--- src/sutr_consts.svh ---
// Register offsets, field positions, reset values and codes of the
// miscellaneous register group. Included by the generator, register group, checker and bench files.
`ifndef SUTR_CONSTS_SVH
`define SUTR_CONSTS_SVH

`define SUTR_ADDR_W 8
`define SUTR_OFS_SCRATCH 8'h78
`define SUTR_OFS_UNLOCK 8'h7C
`define SUTR_OFS_TEST 8'h84
`define SUTR_OFS_STATUS 8'h88
`define SUTR_UNLOCK_KEY 16'hAA37
`define SUTR_SCRATCH_RST 16'h0000
`define SUTR_TEST_RST 8'h00
`define SUTR_TEST_MASK 8'h9F
`define SUTR_BIT_FORCE_FAST 7
`define SUTR_BIT_FORCE_FULL 4
`define SUTR_BIT_PSEUDO_RANDOM_LINE_TEST 3
`define SUTR_BIT_K 2
`define SUTR_BIT_J 1
`define SUTR_BIT_QNAK 0
`define SUTR_LFSR_SEED 9'h1FF

`endif

--- src/sutr_pkg.sv ---
// Types shared by the register group and its line pattern generator.
// Assumes sutr_consts.svh is on the include path.
package sutr_pkg;
    typedef enum logic [2:0] {
        SUTR_LINE_NORMAL,
        SUTR_LINE_J,
        SUTR_LINE_K,
        SUTR_LINE_QUIET,
        SUTR_LINE_PSEUDO_RANDOM_LINE_TEST
    } sutr_line_t;
endpackage : sutr_pkg

--- src/sutr_line_if.sv ---
// Carries the line test request and pattern bits between the register
// group and its pattern generator. Same clock on both sides.
`timescale 1ns/100ps
interface sutr_line_if;
    logic pseudo_random_line_test_run;
    logic pseudo_random_line_test_bit;
    modport regs (output pseudo_random_line_test_run, input pseudo_random_line_test_bit);
    modport gen (input pseudo_random_line_test_run, output pseudo_random_line_test_bit);
endinterface : sutr_line_if

--- src/sutr_pseudo_random_line_test_gen.sv ---
// Pseudo-random line pattern source for the pattern test mode.
// Runs on ref_clk; advances one step per cycle while requested.
`timescale 1ns/100ps
`include "sutr_consts.svh"
module sutr_pseudo_random_line_test_gen (
    // Clock and reset
    input wire logic ref_clk,
    input wire logic rst,
    // Link to register group
    sutr_line_if.gen line
);
    import sutr_pkg::*;

    logic [8:0] lfsr_reg;

    // Fixed seed, so the pattern repeats identically every run
    always_ff @(posedge ref_clk)
    begin
        if (rst || !line.pseudo_random_line_test_run)
            lfsr_reg <= `SUTR_LFSR_SEED;
        else
            lfsr_reg <= {lfsr_reg[7:0], lfsr_reg[8] ^ lfsr_reg[4]};
    end

    assign line.pseudo_random_line_test_bit = lfsr_reg[8];
endmodule : sutr_pseudo_random_line_test_gen

--- src/sutr_regs.sv ---
// Scratch store, write lock with unlock key, and line test control.
// Assumes a firmware register port on ref_clk and suspend/resume and
// processor-powered levels already synchronous to ref_clk.
`timescale 1ns/100ps
`include "sutr_consts.svh"

// Overview of operation
// - 16-bit scratch store, upper byte 15:8, lower byte 7:0.
// - Powered flag low: suspend locks all register writes except the key write at 7Ch.
// - Only key AA37h written at 7Ch releases the write lock.
// - Powered flag high: suspend never locks, no key needed.
// - One-byte line test register at 84h.
// - Bit 7: high-speed only, chirp detection off.
// - Bit 4: full-speed only, chirp detection off.
// - Bit 3: lines toggle in fixed pseudo-random pattern.
// - Bit 2 drives K state, bit 1 drives J state.
// - Bit 0: quiescent lines, NAK every high-speed IN token.
// - Test mode entered stays until power cycle.
module sutr_regs (
    // Clock and reset
    input wire logic ref_clk,
    input wire logic rst,
    // Register port
    input wire logic [`SUTR_ADDR_W-1:0] reg_addr,
    input wire logic [15:0] reg_wdata,
    input wire logic reg_wr,
    input wire logic reg_rd,
    output logic [15:0] reg_rdata,
    // Power state
    input wire logic processor_powered_flag,
    input wire logic suspend_active,
    // Write permission for other registers and FIFOs
    output logic write_enable,
    // Line control toward the transceiver
    output sutr_pkg::sutr_line_t line_mode,
    output logic line_dp,
    output logic line_dm,
    output logic force_fast_only,
    output logic force_full_only,
    output logic chirp_detect_en,
    output logic in_nak_only
);
    import sutr_pkg::*;

    sutr_line_if line ();

    sutr_pseudo_random_line_test_gen u_pseudo_random_line_test (
        .ref_clk(ref_clk),
        .rst(rst),
        .line(line)
    );

    logic [7:0] scratch_upper_byte;
    logic [7:0] scratch_lower_byte;
    logic [7:0] test_reg;
    logic [7:0] test_sticky_reg;
    logic lock_reg;
    logic suspend_reg;
    logic [15:0] rdata_reg;
    logic wr_ok;
    logic key_hit;
    // Full-width copy so each byte takes its own slice of the reset value
    localparam logic [15:0] SCRATCH_RST = `SUTR_SCRATCH_RST;

    function automatic logic addr_is(input logic [7:0] a,
                                     input logic [7:0] ofs);
        addr_is = (a == ofs);
    endfunction : addr_is

    assign key_hit = reg_wr && addr_is(reg_addr, `SUTR_OFS_UNLOCK)
        && (reg_wdata == `SUTR_UNLOCK_KEY);
    // Key write passes unless a suspend entry locks in the same cycle; all others wait for unlock
    assign wr_ok = reg_wr && !lock_reg;
    assign write_enable = !lock_reg;

    always_ff @(posedge ref_clk)
    begin
        if (rst)
            suspend_reg <= 1'b0;
        else
            suspend_reg <= suspend_active;
    end

    // Lock on entering suspend with powered flag low; set wins over unlock in same cycle
    always_ff @(posedge ref_clk)
    begin
        if (rst)
            lock_reg <= 1'b0;
        else if (suspend_active && !suspend_reg && !processor_powered_flag)
            lock_reg <= 1'b1;
        else if (key_hit)
            lock_reg <= 1'b0;
    end

    always_ff @(posedge ref_clk)
    begin
        if (rst)
        begin
            scratch_upper_byte <= SCRATCH_RST[15:8];
            scratch_lower_byte <= SCRATCH_RST[7:0];
        end
        else if (wr_ok && addr_is(reg_addr, `SUTR_OFS_SCRATCH))
        begin
            scratch_upper_byte <= reg_wdata[15:8];
            scratch_lower_byte <= reg_wdata[7:0];
        end
    end

    always_ff @(posedge ref_clk)
    begin
        if (rst)
            test_reg <= `SUTR_TEST_RST;
        else if (wr_ok && addr_is(reg_addr, `SUTR_OFS_TEST))
            test_reg <= reg_wdata[7:0] & `SUTR_TEST_MASK;
    end

    // Only a power cycle (rst) leaves test mode; clearing bits does not
    always_ff @(posedge ref_clk)
    begin
        if (rst)
            test_sticky_reg <= `SUTR_TEST_RST;
        else
            test_sticky_reg <= test_sticky_reg | test_reg;
    end

    // Read data stand for exactly the cycle after the read strobe
    always_ff @(posedge ref_clk)
    begin
        if (rst || !reg_rd)
            rdata_reg <= 16'h0000;
        else if (addr_is(reg_addr, `SUTR_OFS_SCRATCH))
            rdata_reg <= {scratch_upper_byte, scratch_lower_byte};
        else if (addr_is(reg_addr, `SUTR_OFS_TEST))
            rdata_reg <= {8'h00, test_reg};
        else if (addr_is(reg_addr, `SUTR_OFS_STATUS))
            rdata_reg <= {15'h0000, lock_reg};
        else
            rdata_reg <= 16'h0000;
    end
    assign reg_rdata = rdata_reg;

    assign line.pseudo_random_line_test_run = test_sticky_reg[`SUTR_BIT_PSEUDO_RANDOM_LINE_TEST];

    // Line mode; priority only matters if firmware breaks one-bit use
    always_comb
    begin
        if (test_sticky_reg[`SUTR_BIT_PSEUDO_RANDOM_LINE_TEST])
            line_mode = SUTR_LINE_PSEUDO_RANDOM_LINE_TEST;
        else if (test_sticky_reg[`SUTR_BIT_K])
            line_mode = SUTR_LINE_K;
        else if (test_sticky_reg[`SUTR_BIT_J])
            line_mode = SUTR_LINE_J;
        else if (test_sticky_reg[`SUTR_BIT_QNAK])
            line_mode = SUTR_LINE_QUIET;
        else
            line_mode = SUTR_LINE_NORMAL;
    end

    // Line levels registered; J = DP high, K = DM high
    always_ff @(posedge ref_clk)
    begin
        if (rst)
        begin
            line_dp <= 1'b0;
            line_dm <= 1'b0;
        end
        else
        begin
            case (line_mode)
                SUTR_LINE_J:
                begin
                    line_dp <= 1'b1;
                    line_dm <= 1'b0;
                end
                SUTR_LINE_K:
                begin
                    line_dp <= 1'b0;
                    line_dm <= 1'b1;
                end
                SUTR_LINE_PSEUDO_RANDOM_LINE_TEST:
                begin
                    line_dp <= line.pseudo_random_line_test_bit;
                    line_dm <= !line.pseudo_random_line_test_bit;
                end
                default:
                begin
                    line_dp <= 1'b0;
                    line_dm <= 1'b0;
                end
            endcase
        end
    end

    assign force_fast_only = test_sticky_reg[`SUTR_BIT_FORCE_FAST];
    assign force_full_only = test_sticky_reg[`SUTR_BIT_FORCE_FULL];
    assign chirp_detect_en = !(force_fast_only || force_full_only);
    assign in_nak_only = test_sticky_reg[`SUTR_BIT_QNAK];
endmodule : sutr_regs

--- config.mk ---
export PLATFORM = sky130hd
export DESIGN_NAME = sutr_regs
export DESIGN_NICKNAME = d
export VERILOG_FILES = /design/src/sutr_pkg.sv /design/src/sutr_line_if.sv /design/src/sutr_pseudo_random_line_test_gen.sv /design/src/sutr_regs.sv
export VERILOG_INCLUDE_DIRS = /design/src
export SDC_FILE = /design/constraint.sdc
export NUM_CORES = 1
export LEC_CHECK = 0
export ABC_AREA = 0
export ABC_CLOCK_PERIOD_IN_PS = 2000
export BUFFER_PORTS_ARGS = -buffer_cell sky130_fd_sc_hd__buf_2
export CORE_MARGIN = 1.5
export CORE_UTILIZATION = 35
export DETAILED_ROUTE_END_ITERATION = 16
export GPL_TIMING_DRIVEN = 0
export REMOVE_ABC_BUFFERS = 1
export SLEW_MARGIN = 20
export SYNTH_ARGS = -nofsm -noshare
export SYNTH_HDL_FRONTEND = slang
export SYNTH_SLANG_ARGS = --single-unit
--- constraint.sdc ---
create_clock -name ref_clk -period 2 [get_ports ref_clk]
set_clock_uncertainty 0.15 [all_clocks]
set_input_delay 0.4 -clock ref_clk [delete_from_list [all_inputs] [get_ports ref_clk]]
set_output_delay 0.4 -clock ref_clk [all_outputs]
set_load 0.02 [all_outputs]
==> results of run 1 <==
==> per-layer routing <==
layer / vias to the layer above / wire length (um)
li1: 741 / -
met1: 656 / 1860
met2: 43 / 1690
met3: 12 / 190
met4: 0 / 149
met5: - / 0
==> layout make-up <==
class                           instances  area, um2
Fill cell                             522       2920
Sequential cell                        57       1140
Timing Repair Buffer                   55        275
Clock inverter                          3       65.1
Clock buffer                           12        145
Tap cell                               72       90.1
Inverter                                3       11.3
Multi-Input combinational cell        118        787
==> worst reg2reg max path: cells and delay by family (launching register included) <==
kind | cells | cell delay [ns]
simple gates | 3 | 0.68
mux | 1 | 0.20
flops | 1 | 0.32
==> path summary, 6_finish.rpt <==
check | end | from
worst max register to register | test_reg[7] | lock_reg
worst min register to register | u_pseudo_random_line_test.lfsr_reg[6] | u_pseudo_random_line_test.lfsr_reg[5]
worst min-delay path | suspend_reg | suspend_active
worst max-delay path | test_reg[7] | reg_addr[4]
==> repair_timing <==
| action | 4_1_cts | 5_1_grt |
|---|---|---|
| gates resized for setup | 4 | 1 |
| cloned | 0 | 0 |
| hold buffers | 0 | 0 |
| setup endpoints to repair | 31 | 31 |
==> kinds of logic (layout without fill, tap and decap cells) <==
| group | after synthesis | count (layout) | synth area share |
|---|---|---|---|
| flip-flops | 57 | 57 | 0.584 |
| AO/OA/AOI/OAI | 12 | 12 | 0.0468 |
| multiplexers | 22 | 22 | 0.113 |
| XOR/XNOR | 1 | 1 | 0.00449 |
| AND/OR/NAND/NOR | 83 | 83 | 0.224 |
| buffers and inverters | 11 | 73 | 0.0275 |
==> placed cells by master (no fill, tap or decap), types with 2 or more instances in the layout <==
cell type	count
nand2b_1	10
nor2_1	42
clkbuf_1	2
nand2_1	3
bufinv_16	2
a211oi_1	3
nand4_1	2
nor4_1	2
nor2b_1	2
a22o_1	5
dfxtp_1	57
buf_2	55
mux2i_1	22
inv_1	3
clkbuf_8	10
and2_1	10
==> report_power, final <==
group          leakage, uW  internal (uW)  switching [uW]
registers         0.000460           1140            1.59
clock network     0.000106            727             417
logic             0.000645           32.3            42.2
==> stage by stage <==
| step | TNS [ns] | area (um2) |
|---|---|---|
| floorplan | 0 | 1910 |
| global placement | -14.79 | 2280 |
| detailed placement | -15.65 | 2280 |
| CTS | 0 | 2510 |
| global route | 0 | 2510 |
| finish | 0 | 2510 |
==> flow_summary_export.csv, run 1 <==
group,metric,value,unit
synthesis,synthCells,186,
synthesis,netlist_area,1950,um2
timing,layout_setup_ws,0.109,ns
min_path,hold_path.class,"in2reg",
power,p_leak,0.00121,uW
synthesis,synth.most_common_cell,"dfxtp_1",
cells_and_area,area_growth_syn_to_layout,28.8,%
min_path,min_path_cells,2,
place,dp_hpwl,2620,um
route,ant_nets,0,
clock_network,cts-root-buf,"clkbuf_8",
synthesis,synth-main-ff-cell,"dfxtp_1",
synthesis,ys_ff_latch,57,
place,dp.cells,305,
place,place_ws,-0.522,ns
global_routing,use_met1,0.181,
synthesis,synth_top_area_cell,"dfxtp_1",
global_routing,grt_pass1_wl,6420,um
worst_setup_path,reg2reg_slack,0.51,ns
power,powerDensity,938,nW/um2
place,gp_congestion,0.806,
global_routing,grt_max_degree,35,
timing,clock.fmax,529,MHz
cells_and_area,final_util,0.462,
floorplan,die_area,6040,um2
cells_and_area,largest_register_ffs,16,
synthesis,synthTopCellsByArea,"dfxtp_1 (58%), mux2i_1 (11%), nor2_1 (8.3%)",
job,cap_viol_max_count,0,
route,routedWlPerCell,12.1,um
route,drt_wl_total,3880,um
route,drc_errors,0,
worst_setup_path,path_cells,"buf_2 > or4b_4 > or4_4 > mux2i_1 > nor2_1",
global_routing,use_met2,0.198,
outcome,status,"complete, no violations",
timing,hold_slack,0.148,ns
route,drtIter0Drc,90,
floorplan,coreArea,5440,um2
synthesis,synth-seq-area-share,0.584,
timing,slew_headroom,0.590,
worst_setup_path,slowest_stage,"or4_4",
clock_network,clock-sinks,57,
clock_network,post_cts_buffers,0,
floorplan,num_rows,27,
worst_setup_path,path_delay_family,"simple AND/OR/NAND/NOR gates",
clock_network,clockBufferDepth,2,
cells_and_area,antenna_cells,0,
synthesis,synth_cell_type_count,31,
worst_setup_path,crit_cells,5,
floorplan,die_w,77.7,um
synthesis,syn_area_per_cell,10.5,um2
global_routing,grt_util_met3,0.0306,
synthesis,synth_edf_count,0,
worst_setup_path,rr_worst_depth,4,
timing,hold_viol,0,
synthesis,async_flop_share,0,
timing,min_period_over_period,0.945,
global_routing,top_usage_layer,"met2",
floorplan,ioPinCount,56,
worst_setup_path,critPathCaptureType,"register",
global_routing,grt_overflow,0,
clock_network,cts_tree,"done",
clock_network,clk_latency,0.32,ns
clock_network,cts.clk_slew.worst_paths,0.06,ns
power,power.total,2360,uW
global_routing,first_global_vias,1392,
route,firstDrtPassIters,4,
global_routing,grt_usage,0.141,
floorplan,start_util,0.359,
global_routing,antenna_found_initial,0,
cells_and_area,nets,274,
timing,finalCriticalPeriod,1.89,ns
synthesis,synth_top_area_share,0.584,
timing,finalSetupViolCount,0,
worst_setup_path,critical_path_class,"in2reg",
floorplan,die_height,77.7,um
clock_network,cts_buffers,9,
cells_and_area,final_layout_size_suffix_gt1_frac,0.302,
cells_and_area,final_cells,320,
worst_setup_path,worstPathMaxFanout,6,
timing,rsz0062_at_grt,"no",
worst_setup_path,cpPeakStageDelay,0.62,ns
worst_setup_path,crit_path_start_kind,"input port",
place,io_buffers,55,
route,via_count,1452,
clock_network,htreeDepth,3,
timing,worst_pin_slew,0.615,ns
synthesis,synth_common_cells,"dfxtp_1 (57), nor2_1 (43), mux2i_1 (22)",
worst_setup_path,cp.required,2.04,ns
worst_setup_path,cp_num_buf_inv,1,
synthesis,ys_warn_count,0,
route,via_per_inst,4.54,
power,ir_drop,0.341,mV
worst_setup_path,arrival,1.93,ns
timing,slew_viol_final,0,
No activity file was read; power rests on OpenSTA's default activity.
==> run 2: changes to the inputs <==
--- a/config.mk
+++ b/config.mk
@@ -13,6 +13,7 @@
 export CORE_UTILIZATION = 35
 export DETAILED_ROUTE_END_ITERATION = 16
 export GPL_TIMING_DRIVEN = 0
+export PLACE_DENSITY = 0.64
 export REMOVE_ABC_BUFFERS = 1
 export SLEW_MARGIN = 20
 export SYNTH_ARGS = -nofsm -noshare
==> run 2 against run 1 <==
Critical endpoint unchanged. Hold slack better by 0.011 ns. Register-to-register slack gained 0.02 ns. Largest cell class unchanged. Sequential power is essentially flat. Critical path type unchanged. Global-route usage shrank 0.60 points. Sequential share of layout area up 0.99 points. Core utilization down 0.99 points. Non-clock buffer count stayed put. Flip-flop and latch count unchanged.
==> flow_summary_export.csv, run 2 (synthesis gave the netlist of run 1 again) <==
group,metric,value,unit
cells_and_area,fillers,547,
worst_setup_path,critical_path_class,"in2reg",
cells_and_area,final_layout_size_suffix_gt1_frac,0.290,
clock_network,clock-sinks,57,
timing,worst_pin_slew,0.613,ns
clock_network,cts_buffers,9,
floorplan,num_rows,27,
power,p_sw,432,uW
timing,hold_viol,0,
timing,slew_headroom,0.588,
cells_and_area,area_growth_syn_to_layout,26.0,%
clock_network,cts.clk_slew.worst_paths,0.06,ns
cells_and_area,seq_area,1140,um2
clock_network,clockBufferDepth,2,
global_routing,grt_max_degree,35,
place,dpl_cell_area,2280,um2
cells_and_area,nets,274,
global_routing,grt_usage,0.135,
floorplan,coreArea,5440,um2
power,clkPwrFrac,0.416,
global_routing,first_global_vias,1296,
worst_setup_path,worstPathMaxFanout,6,
cells_and_area,multi_input_area,787,um2
min_path,hold_path.class,"in2reg",
power,seqPwrFrac,0.548,
global_routing,grt_pass1_wl,6140,um
route,firstDrtPassIters,4,
power,p_sw_frac,0.207,
floorplan,ioPinCount,56,
worst_setup_path,arrival,1.92,ns
job,cap_viol_max_count,0,
timing,rsz0062_at_grt,"no",
cells_and_area,layout_commonest_cell,"dfxtp_1",
clock_network,post_cts_buffers,0,
worst_setup_path,crit_path_start_kind,"input port",
route,routedWlPerCell,11.5,um
route,drtIter0Drc,88,
floorplan,die_height,77.7,um
clock_network,clk_latency,0.32,ns
outcome,status,"complete, no violations",
global_routing,antenna_found_initial,0,
timing,min_period_over_period,0.943,
route,drt_wl_total,3680,um
power,p_comb_frac,0.036,
clock_network,cts-root-buf,"clkbuf_8",
timing,finalSetupViolCount,0,
route,via_count,1429,
power,p_leak,0.00118,uW
timing,finalCriticalPeriod,1.89,ns
timing,slew_viol_final,0,
place,gp_congestion,0.796,
cells_and_area,largest_register_ffs,16,
cells_and_area,final_cell_area,2460,um2
power,ir_drop,0.303,mV
global_routing,grt_overflow,0,
cells_and_area,final_cell_mix,"dfxtp_1 (57), buf_2 (55), nor2_1 (42)",
route,drc_errors,0,
route,ant_nets,0,
clock_network,htreeDepth,3,
place,place_ws,-0.467,ns
place,dp_hpwl,2480,um
place,io_buffers,55,
power,powerDensity,846,nW/um2
power,power.internal,1650,uW
timing,clock.fmax,530,MHz
floorplan,die_area,6040,um2
floorplan,die_w,77.7,um
clock_network,cts_tree,"done",
worst_setup_path,cp.required,2.04,ns
cells_and_area,antenna_cells,0,
worst_setup_path,critPathCaptureType,"register",
route,via_per_inst,4.47,
timing,layout_setup_ws,0.115,ns
floorplan,start_util,0.359,
[run 2: stage by stage]
stage          utilization  setup TNS, ns  instances  power [uW]  hold WS (ns)
6_report             0.452              0        320        2080         0.159
5_1_grt              0.452              0        320        2180         0.152
4_1_cts              0.450              0        320        2110         0.139
3_5_place_dp         0.418         -14.41        305        1240         0.245
3_3_place_gp         0.418         -14.82        305        1240         0.240
2_1_floorplan            -              0        178        1180         0.236
[run 2: worst paths after layout]
| check | from | slack (ns) | cells past startpoint | endpoint |
|---|---|---|---|---|
| hold / removal | suspend_active | 0.16 | 2 | suspend_reg |
| setup reg to reg | lock_reg | 0.53 | 4 | test_reg[7] |
| setup / recovery | reg_addr[4] | 0.11 | 5 | test_reg[7] |
| hold reg to reg | u_pseudo_random_line_test.lfsr_reg[1] | 0.25 | 1 | u_pseudo_random_line_test.lfsr_reg[2] |
[run 2: area by class of cell]
type | instances | area share
flip-flops and latches | 57 | 0.464
well taps | 72 | 0.0366
multi-input cells | 118 | 0.320
repair buffers | 55 | 0.112
clock buffers | 15 | 0.0635
inverters | 3 | 0.00458
[run 2: per-layer routing]
layer | part of all wire | wire length (um) | track usage
met5 | 0 | 0 | 0
met4 | 0.018 | 66 | 0.0709
met2 | 0.44 | 1620 | 0.197
met1 | 0.48 | 1780 | 0.171
met3 | 0.057 | 210 | 0.0506
[run 2: timing repair]
action                                  CTS  global route
hold buffers                              0             0
endpoints found under the setup margin   31            21
resized for setup                         3             1
cloned                                    0             0
[run 2: power groups by stage]
stage,logic [uW],clock network [uW],registers (uW)
after CTS,72.9,900,1140
after floorplan,19.3,0,1160
after global routing,82.7,954,1140
after global placement,70.7,0,1170
after detailed placement,70.9,0,1170
final,74.3,867,1140
[run 2: worst max-delay path: stages]
cell     delay, ns
buf_2         0.10
or4b_4        0.56
or4_4         0.62
mux2i_1       0.18
nor2_1        0.05
==> run 3: changes to the inputs <==
--- a/config.mk
+++ b/config.mk
@@ -13,7 +13,8 @@
 export CORE_UTILIZATION = 35
 export DETAILED_ROUTE_END_ITERATION = 16
 export GPL_TIMING_DRIVEN = 0
-export PLACE_DENSITY = 0.64
+export MAX_ROUTING_LAYER = met4
+export PLACE_DENSITY = 0.69
 export REMOVE_ABC_BUFFERS = 1
 export SLEW_MARGIN = 20
 export SYNTH_ARGS = -nofsm -noshare
==> run 3 against run 2 <==
Flip-flop and latch count unchanged. Sequential power about the same. Clock power up 28%. Core utilization up 1.1 points. Maximum frequency up 0.27%. Design area up 2.3%. Sequential share of layout area down 1.1 points. Register-to-register slack about the same. Routed wire length up 0.68%. Combinational power about the same. Largest cell class unchanged.
==> flow_summary_export.csv, run 3 (synthesis gave the netlist of run 1 again) <==
group,metric,value,unit
outcome,status,"complete, no violations",
place,gp_congestion,0.831,
floorplan,die_area,6040,um2
timing,worst_pin_slew,0.623,ns
floorplan,num_rows,27,
worst_setup_path,crit_path_start_kind,"input port",
cells_and_area,multi_input_area,787,um2
route,ant_nets,0,
worst_setup_path,arrival,1.91,ns
worst_setup_path,slowest_stage,"or4_4",
route,drt_wl_total,3700,um
clock_network,cts-root-buf,"clkbuf_8",
cells_and_area,antenna_cells,0,
cells_and_area,seq_area,1140,um2
floorplan,coreArea,5440,um2
min_path,hold_path.class,"in2reg",
route,drc_errors,0,
floorplan,die_w,77.7,um
cells_and_area,final_cell_area,2520,um2
floorplan,start_util,0.359,
global_routing,grt_pass1_wl,6200,um
cells_and_area,final_cell_mix,"dfxtp_1 (57), buf_2 (55), nor2_1 (42)",
worst_setup_path,startpoint,"reg_addr[4]",
clock_network,cts_tree,"done",
route,via_per_inst,4.52,
cells_and_area,final_layout_size_suffix_gt1_frac,0.310,
clock_network,clk_latency,0.32,ns
timing,finalSetupViolCount,0,
worst_setup_path,path_cells,"buf_2 > or4b_4 > or4_4 > mux2i_1 > nor2_1",
cells_and_area,layout_commonest_cell,"dfxtp_1",
worst_setup_path,cp.required,2.03,ns
timing,rsz0062_at_grt,"no",
worst_setup_path,path_delay_family,"simple AND/OR/NAND/NOR gates",
global_routing,grt_max_degree,35,
clock_network,cts_buffers,9,
place,place_ws,-0.508,ns
worst_setup_path,cpPeakStageDelay,0.62,ns
clock_network,clockBufferDepth,2,
power,ir_drop,0.294,mV
floorplan,ioPinCount,56,
clock_network,clock-sinks,57,
place,dpl_cell_area,2280,um2
timing,min_period_over_period,0.940,
worst_setup_path,r2r-end,"scratch_lower_byte[5]",
power,powerDensity,921,nW/um2
worst_setup_path,rr_worst_depth,4,
job,cap_viol_max_count,0,
cells_and_area,final_util,0.463,
worst_setup_path,reg2reg_slack,0.53,ns
timing,fin_setup_tns,0,ns
clock_network,htreeDepth,3,
timing,hold_viol,0,
timing,clock.fmax,532,MHz
floorplan,die_height,77.7,um
timing,finalCriticalPeriod,1.88,ns
global_routing,antenna_found_initial,0,
place,io_buffers,55,
timing,slew_viol_final,0,
route,drtIter0Drc,76,
worst_setup_path,rr_startpoint,"lock_reg",
global_routing,grt_overflow,0,
cells_and_area,area_growth_syn_to_layout,29.0,%
cells_and_area,fillers,537,
route,routedWlPerCell,11.6,um
route,via_count,1447,
cells_and_area,largest_register_ffs,16,
route,firstDrtPassIters,4,
worst_setup_path,worstPathMaxFanout,6,
timing,layout_setup_ws,0.120,ns
timing,slew_headroom,0.582,
global_routing,grt_usage,0.139,
place,dp_hpwl,2540,um
worst_setup_path,crit_cells,5,
power,p_leak,0.00122,uW
cells_and_area,nets,274,
global_routing,first_global_vias,1360,
worst_setup_path,critPathCaptureType,"register",
worst_setup_path,cp_num_buf_inv,1,
worst_setup_path,critical_path_class,"in2reg",
clock_network,cts.clk_slew.worst_paths,0.06,ns
worst_setup_path,worstSetupEndpoint,"test_reg[7]",
==> run 3: worst min-delay path by stage <==
stage,startpoint,endpoint,slack (ns),cells past startpoint
6_report,suspend_active,suspend_reg,0.16,2
5_1_grt,suspend_active,suspend_reg,0.17,2
4_1_cts,suspend_active,suspend_reg,0.15,2
3_5_place_dp,u_pseudo_random_line_test.lfsr_reg[5],u_pseudo_random_line_test.lfsr_reg[6],0.25,1
3_3_place_gp,u_pseudo_random_line_test.lfsr_reg[5],u_pseudo_random_line_test.lfsr_reg[6],0.24,1
2_1_floorplan,u_pseudo_random_line_test.lfsr_reg[0],u_pseudo_random_line_test.lfsr_reg[1],0.24,1
==> run 3: worst reg2reg max path, cell delays in order (launching register included) <==
cell and delay, ns:
dfxtp_1 0.32, inv_1 0.13, nand4_4 0.37, mux2i_1 0.31, nor2_1 0.06
==> run 3: repair_timing <==
action / in CTS / in global routing
setup buffers: 0 / 0
setup endpoints to repair: 31 / 5
hold buffers: 0 / 0
pin swaps: 0 / 0
resized for setup: 4 / 1
==> run 3: area by class of cell <==
cell class | count | share of cell area
repair buffers | 55 | 0.109
flip-flops and latches | 57 | 0.453
well taps | 72 | 0.0358
inverters | 3 | 0.00447
multi-input cells | 118 | 0.312
clock inverters | 2 | 0.0139
clock buffers | 13 | 0.0710
==> run 3: metal layers <==
metal,share of wire,track usage
met2,0.44,0.201
met3,0.064,0.0306
met1,0.48,0.170
met5,0,-
met4,0.015,0.0964
==> run 3: through the flow <==
stage | hold WS [ns] | power (uW) | cells
finish | 0.159 | 2320 | 320
global route | 0.172 | 2420 | 320
CTS | 0.146 | 2350 | 320
detailed placement | 0.247 | 1240 | 305
global placement | 0.239 | 1240 | 305
floorplan | 0.236 | 1180 | 178
==> run 3: power by group <==
group / total (uW) / switching (uW) / internal (uW)
Sequential: 1140 / 1.49 / 1140
Clock: 1110 / 403 / 702
Combinational: 74.5 / 42.2 / 32.3
